## src/core/mpt_pkg.sv

```systemverilog
// Shared constants and types for the motor PWM and conversion trigger chain.
// Assumes a single 25 MHz system clock feeding every register of the block.
package mpt_pkg;

  // ------------------------------------------------------------
  // Clock and timing
  // ------------------------------------------------------------
  localparam int CLK_PERIOD_NS = 40;
  localparam int DEAD_TIME_NS = 500;
  localparam int DEAD_CYC = (DEAD_TIME_NS + CLK_PERIOD_NS - 1) / CLK_PERIOD_NS;
  localparam int DEAD_W = 8;
  localparam logic [DEAD_W-1:0] DEAD_LOAD = DEAD_W'(DEAD_CYC);

  // ------------------------------------------------------------
  // PWM timer
  // ------------------------------------------------------------
  localparam int PWM_CNT_W = 16;
  localparam int PWM_INIT_DEF = -3600;
  localparam int PWM_FINAL_DEF = 3599;
  localparam int CH_TOTAL = 8;
  localparam int PAIRS = 3;
  localparam logic [CH_TOTAL-1:0] OUT_MASK_FIXED = 8'hc0;

  // ------------------------------------------------------------
  // Slow loop timer
  // ------------------------------------------------------------
  localparam int SLOW_DIV = 16;
  localparam int SLOW_PRE_W = 4;
  localparam logic [SLOW_PRE_W-1:0] SLOW_PRE_LAST = SLOW_PRE_W'(SLOW_DIV - 1);
  localparam int SLOW_CNT_W = 16;

  // ------------------------------------------------------------
  // Converter settings
  // ------------------------------------------------------------
  localparam int CONV_CHAIN = 3;
  localparam logic [3:0] CONV_RES_12BIT = 4'hc;
  localparam logic [3:0] CONV_DIV_NORMAL = 4'h1;
  localparam logic [3:0] CONV_DIV_CALIB = 4'h8;
  localparam logic [7:0] CONV_AVG_NONE = 8'h01;
  localparam logic [7:0] CONV_AVG_CALIB = 8'h20;
  localparam int DELAY_W = 16;

  typedef enum logic [1:0] {
    CV_NORMAL = 2'b01,
    CV_CALIB  = 2'b10
  } mpt_cv_type;

endpackage

```

## src/core/mpt_delay_chan.sv

```systemverilog
// One trigger delay channel: counts ticks of the slow async clock after a start.
// Assumes tick_i is already synchronised and lasts one system clock cycle.
`timescale 1ns/1ns
module mpt_delay_chan
  import mpt_pkg::*;
#(
  parameter int W = DELAY_W
) (
  input wire logic clk_i,
  input wire logic arst_n_i,
  input wire logic start_i,
  input wire logic tick_i,
  input wire logic [W-1:0] period_i,
  output logic busy_o,
  output logic fire_o
);

  logic busy_r, busy_nxt;
  logic fire_r, fire_nxt;
  logic [W-1:0] cnt_r, cnt_nxt;

  // ------------------------------------------------------------
  // Count to the period, then fire once
  // ------------------------------------------------------------
  always_comb begin
    busy_nxt = busy_r;
    cnt_nxt = cnt_r;
    fire_nxt = 1'b0;
    if (start_i) begin
      busy_nxt = 1'b1;
      cnt_nxt = '0;
    end else if (busy_r && tick_i) begin
      if (cnt_r + W'(1) >= period_i) begin
        fire_nxt = 1'b1;
        busy_nxt = 1'b0;
        cnt_nxt = '0;
      end else begin
        cnt_nxt = cnt_r + W'(1);
      end
    end
  end

  always_ff @(posedge clk_i or negedge arst_n_i) begin
    if (!arst_n_i) begin
      busy_r <= 1'b0;
      fire_r <= 1'b0;
      cnt_r <= '0;
    end else begin
      busy_r <= busy_nxt;
      fire_r <= fire_nxt;
      cnt_r <= cnt_nxt;
    end
  end

  assign busy_o = busy_r;
  assign fire_o = fire_r;
endmodule

```

## src/core/mpt_top.sv

```systemverilog
// Motor timing block: PWM generator, trigger delay chain and slow loop timer.
// Assumes converters and a gate driver outside; async clock and done lines are pins.
//
// What this block does
// RL1: PWM counter advances on every system clock edge, no prescaler.
// RL2: Six PWM channels active; channels six and seven forced off by output mask.
// RL3: Channels pair as 0/1, 2/3, 4/5, each pair complementary.
// RL4: PWM counter runs from -3600 up to 3599; one span is one period.
// RL5: Default span at the system clock gives a 288 us, about 3.47 kHz period.
// RL6: Dead time counted in system clocks inserted on every pair edge, 0.5 us.
// RL7: Loading the counter initial value emits a trigger to the delay chain.
// RL8: Converters set for 12-bit single-ended conversions.
// RL9: Normal converter clock is the bus clock divided by one.
// RL10: Calibration slows converter clock to 3 MHz, continuous, averaging 32 samples.
// RL11: After calibration, converter settings return to defaults and full clock.
// RL12: Conversions start only from delay chain pre-triggers, never software.
// RL13: Delay channels count an async clock independent of the PWM clock.
// RL14: PWM trigger starts channel 0; its period end starts the first conversion.
// RL15: First conversion done starts channel 1; its end starts the second conversion.
// RL16: Second conversion done starts channel 2; its end starts the last conversion.
// RL17: Last conversion done raises the fast loop interrupt.
// RL18: Slow loop timer clocked by system clock divided by sixteen.
// RL19: Slow loop timer counts from zero to final value, interrupt at reload.
// RL20: Counters reload initial value after final value and keep counting.
`timescale 1ns/1ns
module mpt_top
  import mpt_pkg::*;
#(
  parameter int CNT_W = PWM_CNT_W,
  parameter int PWM_INIT = PWM_INIT_DEF,
  parameter int PWM_FINAL = PWM_FINAL_DEF
) (
  input wire logic clk_i,
  input wire logic arst_n_i,
  input wire logic [CNT_W-2:0] duty_a_i,
  input wire logic [CNT_W-2:0] duty_b_i,
  input wire logic [CNT_W-2:0] duty_c_i,
  input wire logic [5:0] output_mask_i,
  input wire logic [DELAY_W-1:0] delay_period0_i,
  input wire logic [DELAY_W-1:0] delay_period1_i,
  input wire logic [DELAY_W-1:0] delay_period2_i,
  input wire logic [SLOW_CNT_W-1:0] slow_final_i,
  input wire logic calib_req_i,
  input wire logic async_low_power_osc_i,
  input wire logic [CONV_CHAIN-1:0] conv_done_i,
  input wire logic calib_done_i,
  output logic [CH_TOTAL-1:0] pwm_o,
  output logic pwm_init_trigger_o,
  output logic [CONV_CHAIN-1:0] conv_start_o,
  output logic fast_irq_o,
  output logic slow_irq_o,
  output logic [3:0] conv_clk_div_o,
  output logic [3:0] conv_res_o,
  output logic conv_single_ended_o,
  output logic conv_continuous_o,
  output logic [7:0] conv_avg_o
);

  // RL5: Default span sets period
  localparam logic signed [CNT_W-1:0] INIT_V = CNT_W'(PWM_INIT);
  localparam logic signed [CNT_W-1:0] FINAL_V = CNT_W'(PWM_FINAL);

  initial begin
    if (PWM_INIT >= PWM_FINAL || PWM_INIT < -(2 ** (CNT_W - 1))
        || PWM_FINAL >= 2 ** (CNT_W - 1) || DEAD_CYC >= 2 ** DEAD_W) begin
      $error("mpt_top: counter span or dead time does not fit");
    end
  end

  function automatic logic in_window(input logic signed [CNT_W-1:0] c,
                                     input logic [CNT_W-2:0] duty);
    logic signed [CNT_W-1:0] d;
    d = signed'({1'b0, duty});
    in_window = (c >= -d) && (c < d);
  endfunction

  // ------------------------------------------------------------
  // Input synchronisers
  // ------------------------------------------------------------
  localparam int SYN = CONV_CHAIN + 2;
  logic [SYN-1:0] syn1_r, syn2_r, syn3_r;
  logic osc_tick;
  logic [CONV_CHAIN-1:0] done_rise;
  logic calib_done_rise;

  always_ff @(posedge clk_i or negedge arst_n_i) begin
    if (!arst_n_i) begin
      syn1_r <= '0;
      syn2_r <= '0;
      syn3_r <= '0;
    end else begin
      syn1_r <= {calib_done_i, conv_done_i, async_low_power_osc_i};
      syn2_r <= syn1_r;
      syn3_r <= syn2_r;
    end
  end

  // RL13: Async clock edges
  assign osc_tick = syn2_r[0] & ~syn3_r[0];
  assign done_rise = syn2_r[CONV_CHAIN:1] & ~syn3_r[CONV_CHAIN:1];
  assign calib_done_rise = syn2_r[SYN-1] & ~syn3_r[SYN-1];

  // ------------------------------------------------------------
  // PWM counter and dead time
  // ------------------------------------------------------------
  logic signed [CNT_W-1:0] cnt_r, cnt_nxt;
  logic trig_r, trig_nxt;
  logic [PAIRS-1:0] ref_r, ref_nxt;
  logic [DEAD_W-1:0] dt_r [PAIRS];
  logic [DEAD_W-1:0] dt_nxt [PAIRS];
  logic [CH_TOTAL-1:0] pwm_r, pwm_nxt;
  logic [CH_TOTAL-1:0] mask_all;

  always_comb begin
    // RL1: Count every clock
    cnt_nxt = cnt_r + CNT_W'(1);
    trig_nxt = 1'b0;
    // RL4: Span from initial to final
    // RL20: Reload and continue
    if (cnt_r == FINAL_V) begin
      cnt_nxt = INIT_V;
      // RL7: Trigger on reload
      trig_nxt = 1'b1;
    end
    ref_nxt[0] = in_window(cnt_nxt, duty_a_i);
    ref_nxt[1] = in_window(cnt_nxt, duty_b_i);
    ref_nxt[2] = in_window(cnt_nxt, duty_c_i);
    // RL2: Fixed mask on spare channels
    mask_all = OUT_MASK_FIXED | {2'b00, output_mask_i};
    pwm_nxt = '0;
    for (int p = 0; p < PAIRS; p++) begin
      // RL6: Dead time on each edge
      if (ref_nxt[p] != ref_r[p]) begin
        dt_nxt[p] = DEAD_LOAD;
      end else if (dt_r[p] != '0) begin
        dt_nxt[p] = dt_r[p] - DEAD_W'(1);
      end else begin
        dt_nxt[p] = dt_r[p];
      end
      // RL3: Complementary pairs
      pwm_nxt[2*p] = ref_nxt[p] && (dt_nxt[p] == '0) && !mask_all[2*p];
      pwm_nxt[2*p+1] = !ref_nxt[p] && (dt_nxt[p] == '0) && !mask_all[2*p+1];
    end
  end

  always_ff @(posedge clk_i or negedge arst_n_i) begin
    if (!arst_n_i) begin
      cnt_r <= INIT_V;
      trig_r <= 1'b0;
      ref_r <= '0;
      pwm_r <= '0;
      for (int p = 0; p < PAIRS; p++) begin
        dt_r[p] <= DEAD_LOAD;
      end
    end else begin
      cnt_r <= cnt_nxt;
      trig_r <= trig_nxt;
      ref_r <= ref_nxt;
      pwm_r <= pwm_nxt;
      for (int p = 0; p < PAIRS; p++) begin
        dt_r[p] <= dt_nxt[p];
      end
    end
  end

  // ------------------------------------------------------------
  // Trigger delay chain
  // ------------------------------------------------------------
  logic [CONV_CHAIN-1:0] ch_start, ch_fire, ch_busy;
  logic [DELAY_W-1:0] ch_period [CONV_CHAIN];
  logic [CONV_CHAIN-1:0] start_r, start_nxt;
  logic fast_r, fast_nxt;

  assign ch_period[0] = delay_period0_i;
  assign ch_period[1] = delay_period1_i;
  assign ch_period[2] = delay_period2_i;
  // RL14: PWM trigger starts channel 0
  // RL15: First done starts channel 1
  // RL16: Second done starts channel 2
  assign ch_start = {done_rise[1:0], trig_r};

  for (genvar g = 0; g < CONV_CHAIN; g++) begin : g_chan
    mpt_delay_chan #(.W(DELAY_W)) u_chan (
      .clk_i(clk_i),
      .arst_n_i(arst_n_i),
      .start_i(ch_start[g]),
      .tick_i(osc_tick),
      .period_i(ch_period[g]),
      .busy_o(ch_busy[g]),
      .fire_o(ch_fire[g])
    );
  end

  always_comb begin
    // RL12: Only pre-triggers start conversions
    start_nxt = ch_fire;
    // RL17: Last done raises fast loop interrupt
    fast_nxt = done_rise[CONV_CHAIN-1];
  end

  always_ff @(posedge clk_i or negedge arst_n_i) begin
    if (!arst_n_i) begin
      start_r <= '0;
      fast_r <= 1'b0;
    end else begin
      start_r <= start_nxt;
      fast_r <= fast_nxt;
    end
  end

  // ------------------------------------------------------------
  // Converter settings and calibration
  // ------------------------------------------------------------
  mpt_cv_type cv_r, cv_nxt;
  logic [3:0] div_r, div_nxt;
  logic cont_r, cont_nxt;
  logic [7:0] avg_r, avg_nxt;
  logic [3:0] res_r, res_nxt;
  logic se_r, se_nxt;

  always_comb begin
    cv_nxt = cv_r;
    case (cv_r)
      CV_NORMAL: begin
        if (calib_req_i) begin
          cv_nxt = CV_CALIB;
        end
      end
      CV_CALIB: begin
        // RL11: Back to defaults when done
        if (calib_done_rise) begin
          cv_nxt = CV_NORMAL;
        end
      end
      default: cv_nxt = CV_NORMAL;
    endcase
    // RL8: 12-bit single-ended mode
    res_nxt = CONV_RES_12BIT;
    se_nxt = 1'b1;
    // RL9: Divide by one normally
    div_nxt = CONV_DIV_NORMAL;
    cont_nxt = 1'b0;
    avg_nxt = CONV_AVG_NONE;
    // RL10: Slow, continuous, averaged calibration
    if (cv_nxt == CV_CALIB) begin
      div_nxt = CONV_DIV_CALIB;
      cont_nxt = 1'b1;
      avg_nxt = CONV_AVG_CALIB;
    end
  end

  always_ff @(posedge clk_i or negedge arst_n_i) begin
    if (!arst_n_i) begin
      cv_r <= CV_NORMAL;
      div_r <= CONV_DIV_NORMAL;
      cont_r <= 1'b0;
      avg_r <= CONV_AVG_NONE;
      res_r <= CONV_RES_12BIT;
      se_r <= 1'b1;
    end else begin
      cv_r <= cv_nxt;
      div_r <= div_nxt;
      cont_r <= cont_nxt;
      avg_r <= avg_nxt;
      res_r <= res_nxt;
      se_r <= se_nxt;
    end
  end

  // ------------------------------------------------------------
  // Slow loop timer
  // ------------------------------------------------------------
  logic [SLOW_PRE_W-1:0] pre_r, pre_nxt;
  logic [SLOW_CNT_W-1:0] slow_r, slow_nxt;
  logic slow_irq_r, slow_irq_nxt;

  always_comb begin
    // RL18: Divide by sixteen
    pre_nxt = pre_r + SLOW_PRE_W'(1);
    slow_nxt = slow_r;
    slow_irq_nxt = 1'b0;
    if (pre_r == SLOW_PRE_LAST) begin
      // RL19: Interrupt on reload
      if (slow_r >= slow_final_i) begin
        slow_nxt = '0;
        slow_irq_nxt = 1'b1;
      end else begin
        slow_nxt = slow_r + SLOW_CNT_W'(1);
      end
    end
  end

  always_ff @(posedge clk_i or negedge arst_n_i) begin
    if (!arst_n_i) begin
      pre_r <= '0;
      slow_r <= '0;
      slow_irq_r <= 1'b0;
    end else begin
      pre_r <= pre_nxt;
      slow_r <= slow_nxt;
      slow_irq_r <= slow_irq_nxt;
    end
  end

  // ------------------------------------------------------------
  // Outputs
  // ------------------------------------------------------------
  assign pwm_o = pwm_r;
  assign pwm_init_trigger_o = trig_r;
  assign conv_start_o = start_r;
  assign fast_irq_o = fast_r;
  assign slow_irq_o = slow_irq_r;
  assign conv_clk_div_o = div_r;
  assign conv_res_o = res_r;
  assign conv_single_ended_o = se_r;
  assign conv_continuous_o = cont_r;
  assign conv_avg_o = avg_r;
endmodule

```

## config.mk

```make
export PLATFORM = sky130hd
export DESIGN_NAME = mpt_top
export DESIGN_NICKNAME = d
export VERILOG_FILES = /design/src/core/mpt_pkg.sv /design/src/core/mpt_delay_chan.sv /design/src/core/mpt_top.sv
export SDC_FILE = /design/constraint.sdc
export NUM_CORES = 1
export LEC_CHECK = 0
export ABC_AREA = 1
export BUFFER_PORTS_ARGS = -buffer_cell sky130_fd_sc_hd__buf_2
export CAP_MARGIN = 30
export CORE_ASPECT_RATIO = 2
export CORE_MARGIN = 1
export CORE_UTILIZATION = 45
export CTS_CLUSTER_DIAMETER = 30
export DETAILED_ROUTE_END_ITERATION = 16
export RECOVER_POWER = 100
export SLEW_MARGIN = 15
export SYNTH_ARGS = -nofsm -noshare
export SYNTH_HDL_FRONTEND = slang
export SYNTH_SLANG_ARGS = --single-unit
```

## constraint.sdc

```tcl
create_clock -name clk_i -period 9.9 [get_ports clk_i]
set_clock_uncertainty 0.2 [all_clocks]
set_input_delay 0.495 -clock clk_i [delete_from_list [all_inputs] [get_ports clk_i]]
set_output_delay 0.495 -clock clk_i [all_outputs]
set_load 0.01 [all_outputs]
```

# --- Word level (Yosys, flattened, before mapping) ---
# Index checks and enable logic that the tools add are counted.
totals:
  ff_bits: 159
  latchBits: 0
  ram_bits: 0
  mem_bits_ro: 0
  inputBits: 123
  memories: 0
op_classes:
  addsub: 12
  mul: 0
  div_mod_pow: 0
  magnitude_cmp: 10
  eq_ne: 8
  shift: 0
  muxes: 44
  bitwise: 6
  reduce_logical: 42
op_table:
  columns: ["cell", "n"]
  rows:
  - ["16-bit 2-to-1 mux", 11]
  - ["16-bit greater-or-equal comparator", 7]
  - ["16-bit by 1-bit adder with 16-bit output, second input constant", 4]
  - ["16-bit less-than comparator", 3]
  - ["8-bit 2-to-1 mux", 6]
  - ["15-bit negation with 16-bit output", 3]
  - ["8-bit zero test", 3]
  - ["8-bit nonzero test", 3]
  - ["8-bit by 1-bit subtractor with 8-bit output, second input constant", 3]
  - ["1-bit 2-to-1 mux", 22]
  - ["1-bit logical AND", 18]
  - ["16-bit by 2-bit adder with 16-bit output, second input constant", 1]
  - ["16-bit by 13-bit == test with 1-bit output, second input constant", 1]
  - ["2-bit nonzero test", 6]
  - ["1-bit zero test", 9]
  - ["6-bit 2-to-1 mux", 1]
  - ["2-bit AND reduction", 3]
  - ["4-bit by 1-bit adder with 4-bit output, second input constant", 1]
  - ["2-bit == test, second input constant", 2]
  - ["4-bit == test, second input constant", 1]
  - ["2-bit 2-to-1 mux", 2]
  - ["4-bit 2-to-1 mux", 1]
  - ["2-bit case mux with 2 select lines", 1]
  - ["3-bit AND", 1]
  - ["5 further kinds", 9]

# --- Depth between registers and ports, before layout ---
# Gate-level depths: netlist of the first run.
depth:
  word_depth: 9
  depth_mapped: 23
  ltp_nobuf: 23

# --- Modules after synthesis ---
# From an unflattened synthesis of the first run, not the netlist that was laid out.
hier_totals:
  hier_cells: 1846
  hier_area_um2: 13006.2
by_module_without_submodules:
  columns: ["module", "n_inst", "cells_per_inst", "area_per_inst_um2"]
  rows:
  - ["mpt_top", 1, 1063, 7938.9]
  - ["mpt_delay_chan", 3, 261, 1689.1]

# --- Worst setup path before layout of the first run ---
# Ideal clock, no wire load.
synth_timing:
  kind: "flip-flop to flip-flop"
  startpoint: "register g_chan[1].u_chan.cnt_r[0]"
  endpoint: "register g_chan[1].u_chan.cnt_r[11]"
  setup_ps: 83
  arrival_time_ps: 3236
  setup_slack_ps: 6382
  stages_incl_launch_ff: 20
  n_path_buf: 1
  path_cell_list: "dfrtp_1 > nand3_1 > nor3_1 > nand3_1 > nor3_1 > nand3_1 > nor3b_1 > nand3_1 > xor2_1 > ha_1 > nand2_1 > inv_1 > nand3_1 > inv_1 > a21oi_1 > nand3_1 > nor2_1 > clkbuf_1 > nand3_1 > o21ai_0"
synth_via:
  elab_chain_len: 5
synth_rtl:
  columns: ["item", "line", "source"]
  rows:
  - ["start: declaration", "mpt_delay_chan.sv:20", "logic [W-1:0] cnt_r, cnt_nxt;"]
  - ["start signal: assignment", "mpt_delay_chan.sv:51", "cnt_r <= cnt_nxt;"]
  - ["16-bit by 1-bit adder with 16-bit output (*)", "mpt_delay_chan.sv:33, mpt_delay_chan.sv:38", null]
  - ["16-bit greater-or-equal comparator", "mpt_delay_chan.sv:33", "if (cnt_r + W'(1) >= period_i) begin"]
  - ["16-bit 2-to-1 mux (*)", "mpt_delay_chan.sv:33", null]
  - ["16-bit 2-to-1 mux (*)", "mpt_delay_chan.sv:32", "end else if (busy_r && tick_i) begin"]
  - ["16-bit 2-to-1 mux (*)", "mpt_delay_chan.sv:29", "if (start_i) begin"]
# Every way passes the cells marked *; elsewhere a longest branch is shown, timed or not. The select of a mux whose other input is x is not followed.
# A chain may end at the register's enable or synchronous reset.

==> impl_metrics.env, run 1 <==
export IMPL_die_area_um2=27000
export IMPL_die_y_um=231
export IMPL_synth_ff_type="dfrtp_1"
export IMPL_routed_wl_mm=27.7
export IMPL_drc=0
export IMPL_wl_per_cell_um=13.4
export IMPL_ir_worst_vdd_v=0.000122
export IMPL_status="finished, violations left"
export IMPL_drt_iter0_markers=463
export IMPL_cts_setup_buffers=0
export IMPL_cts_resized=0
export IMPL_ys_types=46
export IMPL_clkSinkCount=148
export IMPL_grt_util_all_layers=0.217
export IMPL_numCtsBuffers=17
export IMPL_rsz0062_at_grt="no"
export IMPL_grt_pass1_wl_mm=45.4
export IMPL_relSlewSlack=-1.22
export IMPL_vias=10228
export IMPL_maxSlewViolCount=101
export IMPL_grt_max_degree=99
export IMPL_io_pins=155
export IMPL_tightestPinTransition_ns=3.34
export IMPL_dp_hpwl_mm=23.1
export IMPL_worst_hold_startpoint="output_mask_i[0]"
export IMPL_start_kind="input port"
export IMPL_layout_min_cycle_time_ns=5.57
export IMPL_area_growth_synth_to_final_pct=13.2
export IMPL_drt_antenna_violating_nets=0
export IMPL_postCtsHoldBufs=6
export IMPL_ys_seq_elements=148
export IMPL_synthCells=1550
export IMPL_final_setup_viol_count=0
export IMPL_start_util=0.459
export IMPL_antenna_found_initial=1
export IMPL_layout_commonest_cell="inv_1"
export IMPL_clk_pin_slew_ns=0.06
export IMPL_synth_async_sr_flop_share=1.00
export IMPL_setup_tns_ns=0
export IMPL_vias_per_cell=4.96
export IMPL_hold_viol_final=0
export IMPL_port_buffers=139
export IMPL_clockRootBuffer="clkbuf_16"
export IMPL_worstPathArrival_ns=5.88
export IMPL_place_congestion=0.929
export IMPL_required_ns=10.21
export IMPL_grt_pass1_vias=10240
export IMPL_cts_tree="done"
export IMPL_nets=1993
export IMPL_end_kind="asynchronous set/reset pin"
export IMPL_dieWidth_um=117
export IMPL_diodes=0
export IMPL_hold_class="in -> reg"
export IMPL_drive_gt1_frac=0.112
export IMPL_fmax_mhz=179
export IMPL_mostFrequentLayoutCells="inv_1 (299), nand2_1 (239), ha_1 (162), nor2_1 (150), dfrtp_1 (128)"
export IMPL_violations="capacitance limit, slew limit"
export IMPL_power_total_uw=2060
export IMPL_synth_edf_count=0
export IMPL_synth_yosys_seq_area_share=0.315
export IMPL_clock_latency_ns=0.43
export IMPL_core_area_um2=25800
export IMPL_syn_area_um2=11800
export IMPL_clock_path_buffers=2
export IMPL_worstPathMaxFanout=62
export IMPL_yosys_warnings=0
export IMPL_ctsHtreeMaxLevel=4
export IMPL_critPathLaunch="arst_n_i"
export IMPL_p_per_area_nw_per_um2=154
export IMPL_reg2reg_from="g_chan[1].u_chan.cnt_r[0]"
export IMPL_leakagePower_uw=0.00744
export IMPL_min_period_over_period=0.563
export IMPL_max_cap_violations=2
export IMPL_firstDrtPassIters=7
export IMPL_globalRouteOverflowTotal=0
export IMPL_std_cell_rows=83
export IMPL_path_class="in -> async"
export IMPL_avgSynthCellArea_um2=7.63
==> report_power, final <==
part           internal, uW  total (uW)  switching, uW
clock network           356         596            240
logic                   259         641            382
registers               733         824           91.2
total                  1350        2060            713
==> state kept, by name, summed over array words and instances, names as in the netlist <==
register              count
cv_r                      2
g_chan.u_chan.fire_o      3
conv_start_o              3
slow_r                   16
pre_r                     4
conv_continuous_o         1
syn3_r                    5
pwm_o                     6
pwm_init_trigger_o        1
fast_irq_o                1
conv_clk_div_o            1
g_chan.u_chan.cnt_r      48
dt_r                     24
g_chan.u_chan.busy_o      3
syn1_r                    5
cnt_r                    16
ref_r                     3
slow_irq_o                1
syn2_r                    5
==> through the flow <==
| stage | hold WS [ns] | cell area, um^2 | std cells | util | setup slack (ns) |
|---|---|---|---|---|---|
| after detailed placement | 0.138 | 12900 | 2022 | 0.500 | 5.84 |
| after CTS | 0.0672 | 13500 | 2060 | 0.523 | 5.82 |
| after global placement | 0.136 | 12900 | 2021 | 0.500 | 5.72 |
| final | 0.0881 | 13400 | 2061 | 0.520 | 4.33 |
| after global routing | 0.0954 | 13400 | 2061 | 0.520 | 3.15 |
| after floorplan | -0.000591 | 11900 | 1563 | - | 6.38 |
==> final timing paths <==
kind                       slack (ns)                    endpoint  cells past startpoint
max                              4.33           conv_continuous_o                      4
min in group asynchronous        0.99                    pwm_o[0]                      2
min reg2reg                      0.15                   syn2_r[3]                      0
max reg2reg                      5.69  g_chan[1].u_chan.cnt_r[11]                     19
min                              0.09                    pwm_o[0]                      3
max in group clk_i               5.69  g_chan[1].u_chan.cnt_r[11]                     19
==> layout make-up <==
class                      count  area (um^2)
sequential                   148         3730
timing repair buffer         153          769
inverter                     302         1130
multi-input combinational   1086         6800
clock inverter                 6         55.1
clock buffer                  26          479
tap                          340          425
fill                        2615        12400
==> worst max-delay path, stage by stage <==
cell and delay [ns]:
dlygate4sd3_1 0.52, clkbuf_1 1.46, clkbuf_1 2.44, buf_4 0.84
==> cell families after synthesis <==
group | Yosys count | synth area share
AND/OR/NAND/NOR | 635 | 0.243
buffers and inverters | 329 | 0.111
AO/OA/AOI/OAI | 170 | 0.0821
adder cells (fa/ha/maj) | 162 | 0.171
flip-flops | 148 | 0.315
XOR/XNOR | 102 | 0.0755
other | 2 | 0.000635
multiplexers | 2 | 0.00169
==> Yosys cell counts, types with 2 or more instances <==
cell,instances,share of area
a221oi_1,3,0.0022
nand2_1,232,0.074
mux2i_1,2,0.0017
o211ai_1,7,0.0044
nor2_1,150,0.048
o22ai_1,6,0.0032
or2_2,13,0.0069
clkinv_1,2,0.00063
o21bai_1,6,0.0038
nand2_2,10,0.0053
buf_4,18,0.011
o21ai_1,4,0.0017
o21ai_0,56,0.024
nor4_1,8,0.0042
nor3_1,46,0.019
o221ai_1,3,0.0022
conb_1,2,0.00063
clkbuf_1,7,0.0022
dfrtp_1,128,0.27
nor3b_1,2,0.0013
inv_1,294,0.093
nand3_1,119,0.050
a31oi_1,2,0.0011
a211oi_1,9,0.0057
dfstp_2,20,0.044
a21oi_1,63,0.027
ha_1,162,0.17
xor2_1,96,0.071
or2_1,6,0.0032
nand3_2,9,0.0076
nand4_1,32,0.017
inv_2,6,0.0019
xnor2_1,6,0.0044
a21o_1,7,0.0044
or2_0,3,0.0016
==> layer usage <==
layer | up-vias | track usage | part of all wire
met3 | 58 | 0.0384 | 0.027
met4 | 2 | 0.0922 | 0.035
met5 | - | 0 | 0.00032
met2 | 168 | 0.450 | 0.59
met1 | 4701 | 0.192 | 0.35
li1 | 5299 | - | -
(Power assumes the default switching activity.)
==> inputs of run 2 (changes only) <==
Settings changed: PLACE_DENSITY set to 0.67.
Clock period 9.9 ns to 4.6 ns, I/O delays scaled along.
==> run 2 against run 1 <==
  * The run still ends with capacitance limit, slew limit left
  * Final area rose by 0.89%
  * Worst hold slack improved by 0.062 ns
  * Clock-buffer cell count down 8
  * Critical endpoint is now g_chan[1].u_chan.cnt_r[0]
  * Largest power group unchanged
==> impl_metrics.env, run 2 (synthesis results as in run 1) <==
export IMPL_grt_max_degree=57
export IMPL_dp_hpwl_mm=23.3
export IMPL_path_common_cell="nand3_1"
export IMPL_drt_antenna_violating_nets=0
export IMPL_largest_register_ffs=48
export IMPL_wl_per_cell_um=13.7
export IMPL_hold_end="syn2_r[4]"
export IMPL_largest_register="g_chan.u_chan.cnt_r"
export IMPL_clockRootBuffer="clkbuf_16"
export IMPL_rsz0062_at_grt="no"
export IMPL_grt_pass1_wl_mm=46.7
export IMPL_path_class="reg -> reg"
export IMPL_area_growth_synth_to_final_pct=14.2
export IMPL_slowest_stage="nor2_1"
export IMPL_power_total_uw=4480
export IMPL_mostFrequentLayoutCells="inv_1 (299), nand2_1 (239), ha_1 (162), nor2_1 (150), dfrtp_1 (128)"
export IMPL_ir_worst_vdd_v=0.000262
export IMPL_worst_hold_startpoint="syn1_r[4]"
export IMPL_nets=2002
export IMPL_drc=0
export IMPL_ctsHtreeMaxLevel=4
export IMPL_layout_min_cycle_time_ns=4.12
export IMPL_core_area_um2=25800
export IMPL_port_buffers=139
export IMPL_grt_util_all_layers=0.224
export IMPL_numCtsBuffers=17
export IMPL_dp_cells=2024
export IMPL_place_congestion=0.894
export IMPL_worstPathMaxFanout=9
export IMPL_vias=10518
export IMPL_worstPathArrival_ns=4.28
export IMPL_setup_tns_ns=0
export IMPL_drt_iter0_markers=286
export IMPL_cts_setup_buffers=0
export IMPL_die_y_um=231
export IMPL_crit_chain="nand3_1 > nor3_1 > nand3_1 > nor3_1 > nand3_1 > nor3b_1 > nand3_1 > xor2_1 > ha_1 > nand2_1 > inv_1 > nand3_1 > inv_1 > a21oi_1 > nand3_1 > nor2_1 > clkbuf_2 > a21oi_1 > a21oi_1"
export IMPL_antenna_found_initial=2
export IMPL_status="finished, violations left"
export IMPL_top_regs="g_chan.u_chan.cnt_r (48), dt_r (24)"
export IMPL_required_ns=4.76
export IMPL_fmax_mhz=243
export IMPL_end_kind="flip-flop"
export IMPL_hold_class="reg -> reg"
export IMPL_dieWidth_um=117
export IMPL_finalNonFillerCells=2072
export IMPL_vias_per_cell=5.08
export IMPL_leakagePower_uw=0.00748
export IMPL_rrSetupSlack_ns=0.48
export IMPL_die_area_um2=27000
export IMPL_firstDrtPassIters=4
export IMPL_violations="capacitance limit, slew limit"
export IMPL_clock_latency_ns=0.44
export IMPL_maxSlewViolCount=57
export IMPL_io_pins=155
export IMPL_grt_pass1_vias=10746
export IMPL_clk_pin_slew_ns=0.06
export IMPL_routed_wl_mm=28.3
export IMPL_final_setup_viol_count=0
export IMPL_min_path_cells=0
export IMPL_layout_commonest_cell="inv_1"
export IMPL_start_util=0.459
export IMPL_cts_tree="done"
export IMPL_relSlewSlack=-1.12
export IMPL_reg2reg_from="g_chan[1].u_chan.cnt_r[0]"
export IMPL_min_period_over_period=0.896
export IMPL_clkSinkCount=148
export IMPL_clock_path_buffers=2
export IMPL_ff2ff_path_depth=19
export IMPL_std_cell_rows=83
export IMPL_tightestPinTransition_ns=3.18
export IMPL_hold_viol_final=0
export IMPL_start_kind="flip-flop"
export IMPL_reg2reg_to="g_chan[1].u_chan.cnt_r[0]"
export IMPL_slowest_delay_ns=0.45
export IMPL_globalRouteOverflowTotal=0
export IMPL_drive_gt1_frac=0.117
export IMPL_p_per_area_nw_per_um2=331
export IMPL_max_cap_violations=1
run 2: cell types whose count changed in the layout (fill, tap and decap cells not counted), sizes merged:
cell	change
buf	+2
diode	+2
clkinvlp	+4
clkinv	+2
clkbuf	-8
dlygate4sd3	+7
inv	+2
run 2: worst max-delay path: cells and delay by family (launching register included):
family	cells	cell delay (ns)
AND/OR/NAND/NOR	11	2.20
AO/OA/AOI/OAI	3	0.37
flip-flops	1	0.41
buffers and inverters	3	0.40
adder cells (fa/ha/maj)	1	0.29
XOR/XNOR	1	0.17
run 2: metal layers:
| layer | vias up | global-route usage | wire, um |
|---|---|---|---|
| li1 | 5328 | - | - |
| met5 | - | 0 | 0 |
| met1 | 4891 | 0.191 | 9710 |
| met4 | 0 | 0.132 | 1640 |
| met2 | 208 | 0.453 | 16200 |
| met3 | 91 | 0.0408 | 727 |
run 2: per-stage QoR:
| stage | hold WS [ns] | setup WS (ns) | cell area, um^2 | utilization |
|---|---|---|---|---|
| floorplan | -0.266 | 1.08 | 11900 | - |
| global placement | 0.0314 | 0.394 | 12900 | 0.501 |
| detailed placement | 0.0384 | 0.491 | 12900 | 0.501 |
| CTS | 0.127 | 0.477 | 13600 | 0.528 |
| global route | 0.155 | 0.0340 | 13500 | 0.525 |
| finish | 0.150 | 0.480 | 13500 | 0.525 |
run 2: final cells by class:
class	count	area [um^2]
Antenna cell	2	5.00
Clock buffer	18	429
Clock inverter	14	131
Fill cell	2597	12200
Inverter	302	1130
Multi-Input combinational cell	1086	6800
Sequential cell	148	3730
Tap cell	340	425
Timing Repair Buffer	162	857
run 2: how the worst max path moves through the flow:
stage / start / slack, ns / cells past startpoint / endpoint
floorplan: g_chan[1].u_chan.cnt_r[0] / 1.08 / 19 / g_chan[1].u_chan.cnt_r[11]
CTS: g_chan[0].u_chan.cnt_r[0] / 0.48 / 18 / g_chan[0].u_chan.cnt_r[0]
global route: arst_n_i / 0.03 / 3 / g_chan[2].u_chan.cnt_r[10]
finish: g_chan[1].u_chan.cnt_r[0] / 0.48 / 19 / g_chan[1].u_chan.cnt_r[0]
detailed placement: g_chan[0].u_chan.cnt_r[0] / 0.49 / 18 / g_chan[0].u_chan.cnt_r[0]
global placement: g_chan[1].u_chan.cnt_r[0] / 0.39 / 18 / g_chan[1].u_chan.cnt_r[0]
run 2: what timing repair did:
| item | CTS | global route |
|---|---|---|
| resized for setup | 0 | 0 |
| hold endpoints to repair | 67 | 0 |
| setup endpoints to repair | 0 | 0 |
| hold buffers | 13 | 0 |
run 2: power by group:
part | switching (uW) | internal [uW]
logic | 816 | 562
registers | 192 | 1580
clock network | 582 | 747
==> inputs of run 3 (changes only) <==
Settings changed: CORE_UTILIZATION 45 to 54, PLACE_DENSITY 0.67 to 0.78.
==> run 3 against run 2 <==
  * Critical path depth is 1 higher
  * Die area is 16% lower
  * Sequential power hardly changed
  * Register-to-register slack better by 0.02 ns
  * Worst setup slack better by 0.016 ns
  * The flow still finishes with violations (capacitance limit, slew limit)
  * First-iteration DRC count is 31% higher
  * Utilization is 10 points higher
==> impl_metrics.env, run 3 (synthesis results as in run 1) <==
export IMPL_path_class="reg -> reg"
export IMPL_globalRouteOverflowTotal=0
export IMPL_drt_antenna_violating_nets=0
export IMPL_antenna_found_initial=2
export IMPL_die_area_um2=22500
export IMPL_largest_register="g_chan.u_chan.cnt_r"
export IMPL_postCtsHoldBufs=13
export IMPL_port_buffers=139
export IMPL_hold_class="reg -> reg"
export IMPL_dieWidth_um=107
export IMPL_mostFrequentLayoutCells="inv_1 (299), nand2_1 (239), ha_1 (162), nor2_1 (150), dfrtp_1 (128)"
export IMPL_place_ws_ns=0.343
export IMPL_drc=0
export IMPL_clkSinkCount=148
export IMPL_numCtsBuffers=17
export IMPL_place_congestion=0.954
export IMPL_top_regs="g_chan.u_chan.cnt_r (48), dt_r (24)"
export IMPL_tightestPinTransition_ns=3.21
export IMPL_maxSlewViolCount=71
export IMPL_max_cap_violations=1
export IMPL_start_util=0.551
export IMPL_std_cell_rows=76
export IMPL_p_per_area_nw_per_um2=348
export IMPL_layout_commonest_cell="inv_1"
export IMPL_ff2ff_path_depth=20
export IMPL_cts_tree="done"
export IMPL_fmax_mhz=244
export IMPL_start_kind="flip-flop"
export IMPL_nets=2002
export IMPL_setup_tns_ns=0
export IMPL_dp_hpwl_mm=22.4
export IMPL_wl_per_cell_um=13.8
export IMPL_area_growth_synth_to_final_pct=14.2
export IMPL_core_area_um2=21500
export IMPL_relSlewSlack=-1.14
export IMPL_die_y_um=211
export IMPL_clock_path_buffers=2
export IMPL_grt_max_degree=71
export IMPL_worstPathMaxFanout=7
export IMPL_routed_wl_mm=27.7
export IMPL_min_period_over_period=0.892
export IMPL_end_kind="flip-flop"
export IMPL_layout_min_cycle_time_ns=4.10
export IMPL_clockRootBuffer="clkbuf_16"
export IMPL_hold_viol_final=0
export IMPL_drive_gt1_frac=0.114
export IMPL_vias_per_cell=5.28
export IMPL_min_path_cells=0
export IMPL_violations="capacitance limit, slew limit"
export IMPL_grt_pass1_wl_mm=46.8
export IMPL_hold_end="conv_start_o[1]"
export IMPL_required_ns=4.75
export IMPL_status="finished, violations left"
export IMPL_final_setup_viol_count=0
export IMPL_cts_setup_buffers=0
export IMPL_setup_ws_ns=0.497
export IMPL_cts_resized=0
export IMPL_ir_worst_vdd_v=0.000463
export IMPL_largest_register_ffs=48
export IMPL_leakagePower_uw=0.00752
export IMPL_clk_pin_slew_ns=0.06
export IMPL_rsz0062_at_grt="no"
export IMPL_grt_pass1_vias=11095
export IMPL_worst_hold_startpoint="g_chan[1].u_chan.fire_o"
export IMPL_fin_util=0.628
export IMPL_worstPathArrival_ns=4.26
export IMPL_reg2reg_from="cnt_r[2]"
export IMPL_io_pins=155
export IMPL_reg2reg_to="dt_r[11]"
export IMPL_drt_iter0_markers=375
export IMPL_ctsHtreeMaxLevel=4
export IMPL_clock_latency_ns=0.43
export IMPL_rrSetupSlack_ns=0.50
export IMPL_grt_util_all_layers=0.261
export IMPL_vias=10587
export IMPL_firstDrtPassIters=5
-- run 3: cell types whose count changed in the layout (fill, tap and decap cells not counted), moves of 2 or more --
| cell | before | now |
|---|---|---|
| clkinvlp_4 | 4 | 1 |
| dfstp_2 | 18 | 20 |
| inv_6 | 2 | 0 |
| dfstp_1 | 2 | 0 |
| clkinv_2 | 2 | 4 |
| clkbuf_8 | 0 | 2 |
| bufinv_16 | 1 | 5 |
| buf_2 | 121 | 117 |
| clkbuf_1 | 24 | 30 |
| clkinv_4 | 5 | 0 |
-- run 3: worst max-delay path, cell delays in order, from the launching register on --
cell	delay, ns
dfrtp_1	0.42
nand3_1	0.17
nor2_1	0.25
nand2_1	0.13
nor2_1	0.11
inv_1	0.06
nor2_1	0.16
nand2_1	0.09
o21ai_0	0.14
clkbuf_1	0.49
ha_1	0.35
a21o_1	0.18
a221oi_1	0.33
nand3_1	0.13
nand2_1	0.07
nand3_1	0.13
nand2_1	0.12
nand2_1	0.05
nand2_1	0.11
inv_1	0.12
or2_1	0.22
-- run 3: final cells by class --
type	instances	area, um^2
flip-flops and latches	148	3730
fillers	1984	7990
well taps	273	342
repair buffers	162	853
multi-input cells	1086	6800
clock buffers	22	464
inverters	302	1130
diodes	1	2.50
clock inverters	10	178
-- run 3: through the flow --
stage	instance area, um^2	instances	power, uW	hold WS, ns
3_5_place_dp	12800	1957	3180	0.0872
5_1_grt	13500	2003	5050	0.155
6_report	13500	2004	4700	0.146
3_3_place_gp	12800	1957	3120	0.0792
2_1_floorplan	11900	1563	2800	-0.266
4_1_cts	13600	2002	4740	0.131
-- run 3: worst max-delay path by stage --
stage	to	slack, ns	start
after global placement	g_chan[1].u_chan.cnt_r[0]	0.45	g_chan[1].u_chan.cnt_r[0]
after global routing	g_chan[2].u_chan.cnt_r[11]	0.15	g_chan[2].u_chan.cnt_r[0]
after CTS	g_chan[1].u_chan.cnt_r[0]	0.30	g_chan[1].u_chan.cnt_r[0]
final	dt_r[11]	0.50	cnt_r[2]
after detailed placement	g_chan[1].u_chan.cnt_r[0]	0.34	g_chan[1].u_chan.cnt_r[0]
after floorplan	g_chan[1].u_chan.cnt_r[11]	1.08	g_chan[1].u_chan.cnt_r[0]
-- run 3: routing by layer --
layer / global-route usage / share of wire / wire (um)
met5: 0 / 0.00040 / 11
met4: 0.162 / 0.057 / 1570
met2: 0.517 / 0.56 / 15600
met3: 0.0505 / 0.039 / 1080
met1: 0.232 / 0.34 / 9450
-- run 3: where the power goes --
part / switching [uW] / internal (uW)
clock: 532 / 987
sequential: 193 / 1580
combinational: 841 / 563
total: 1570 / 3130
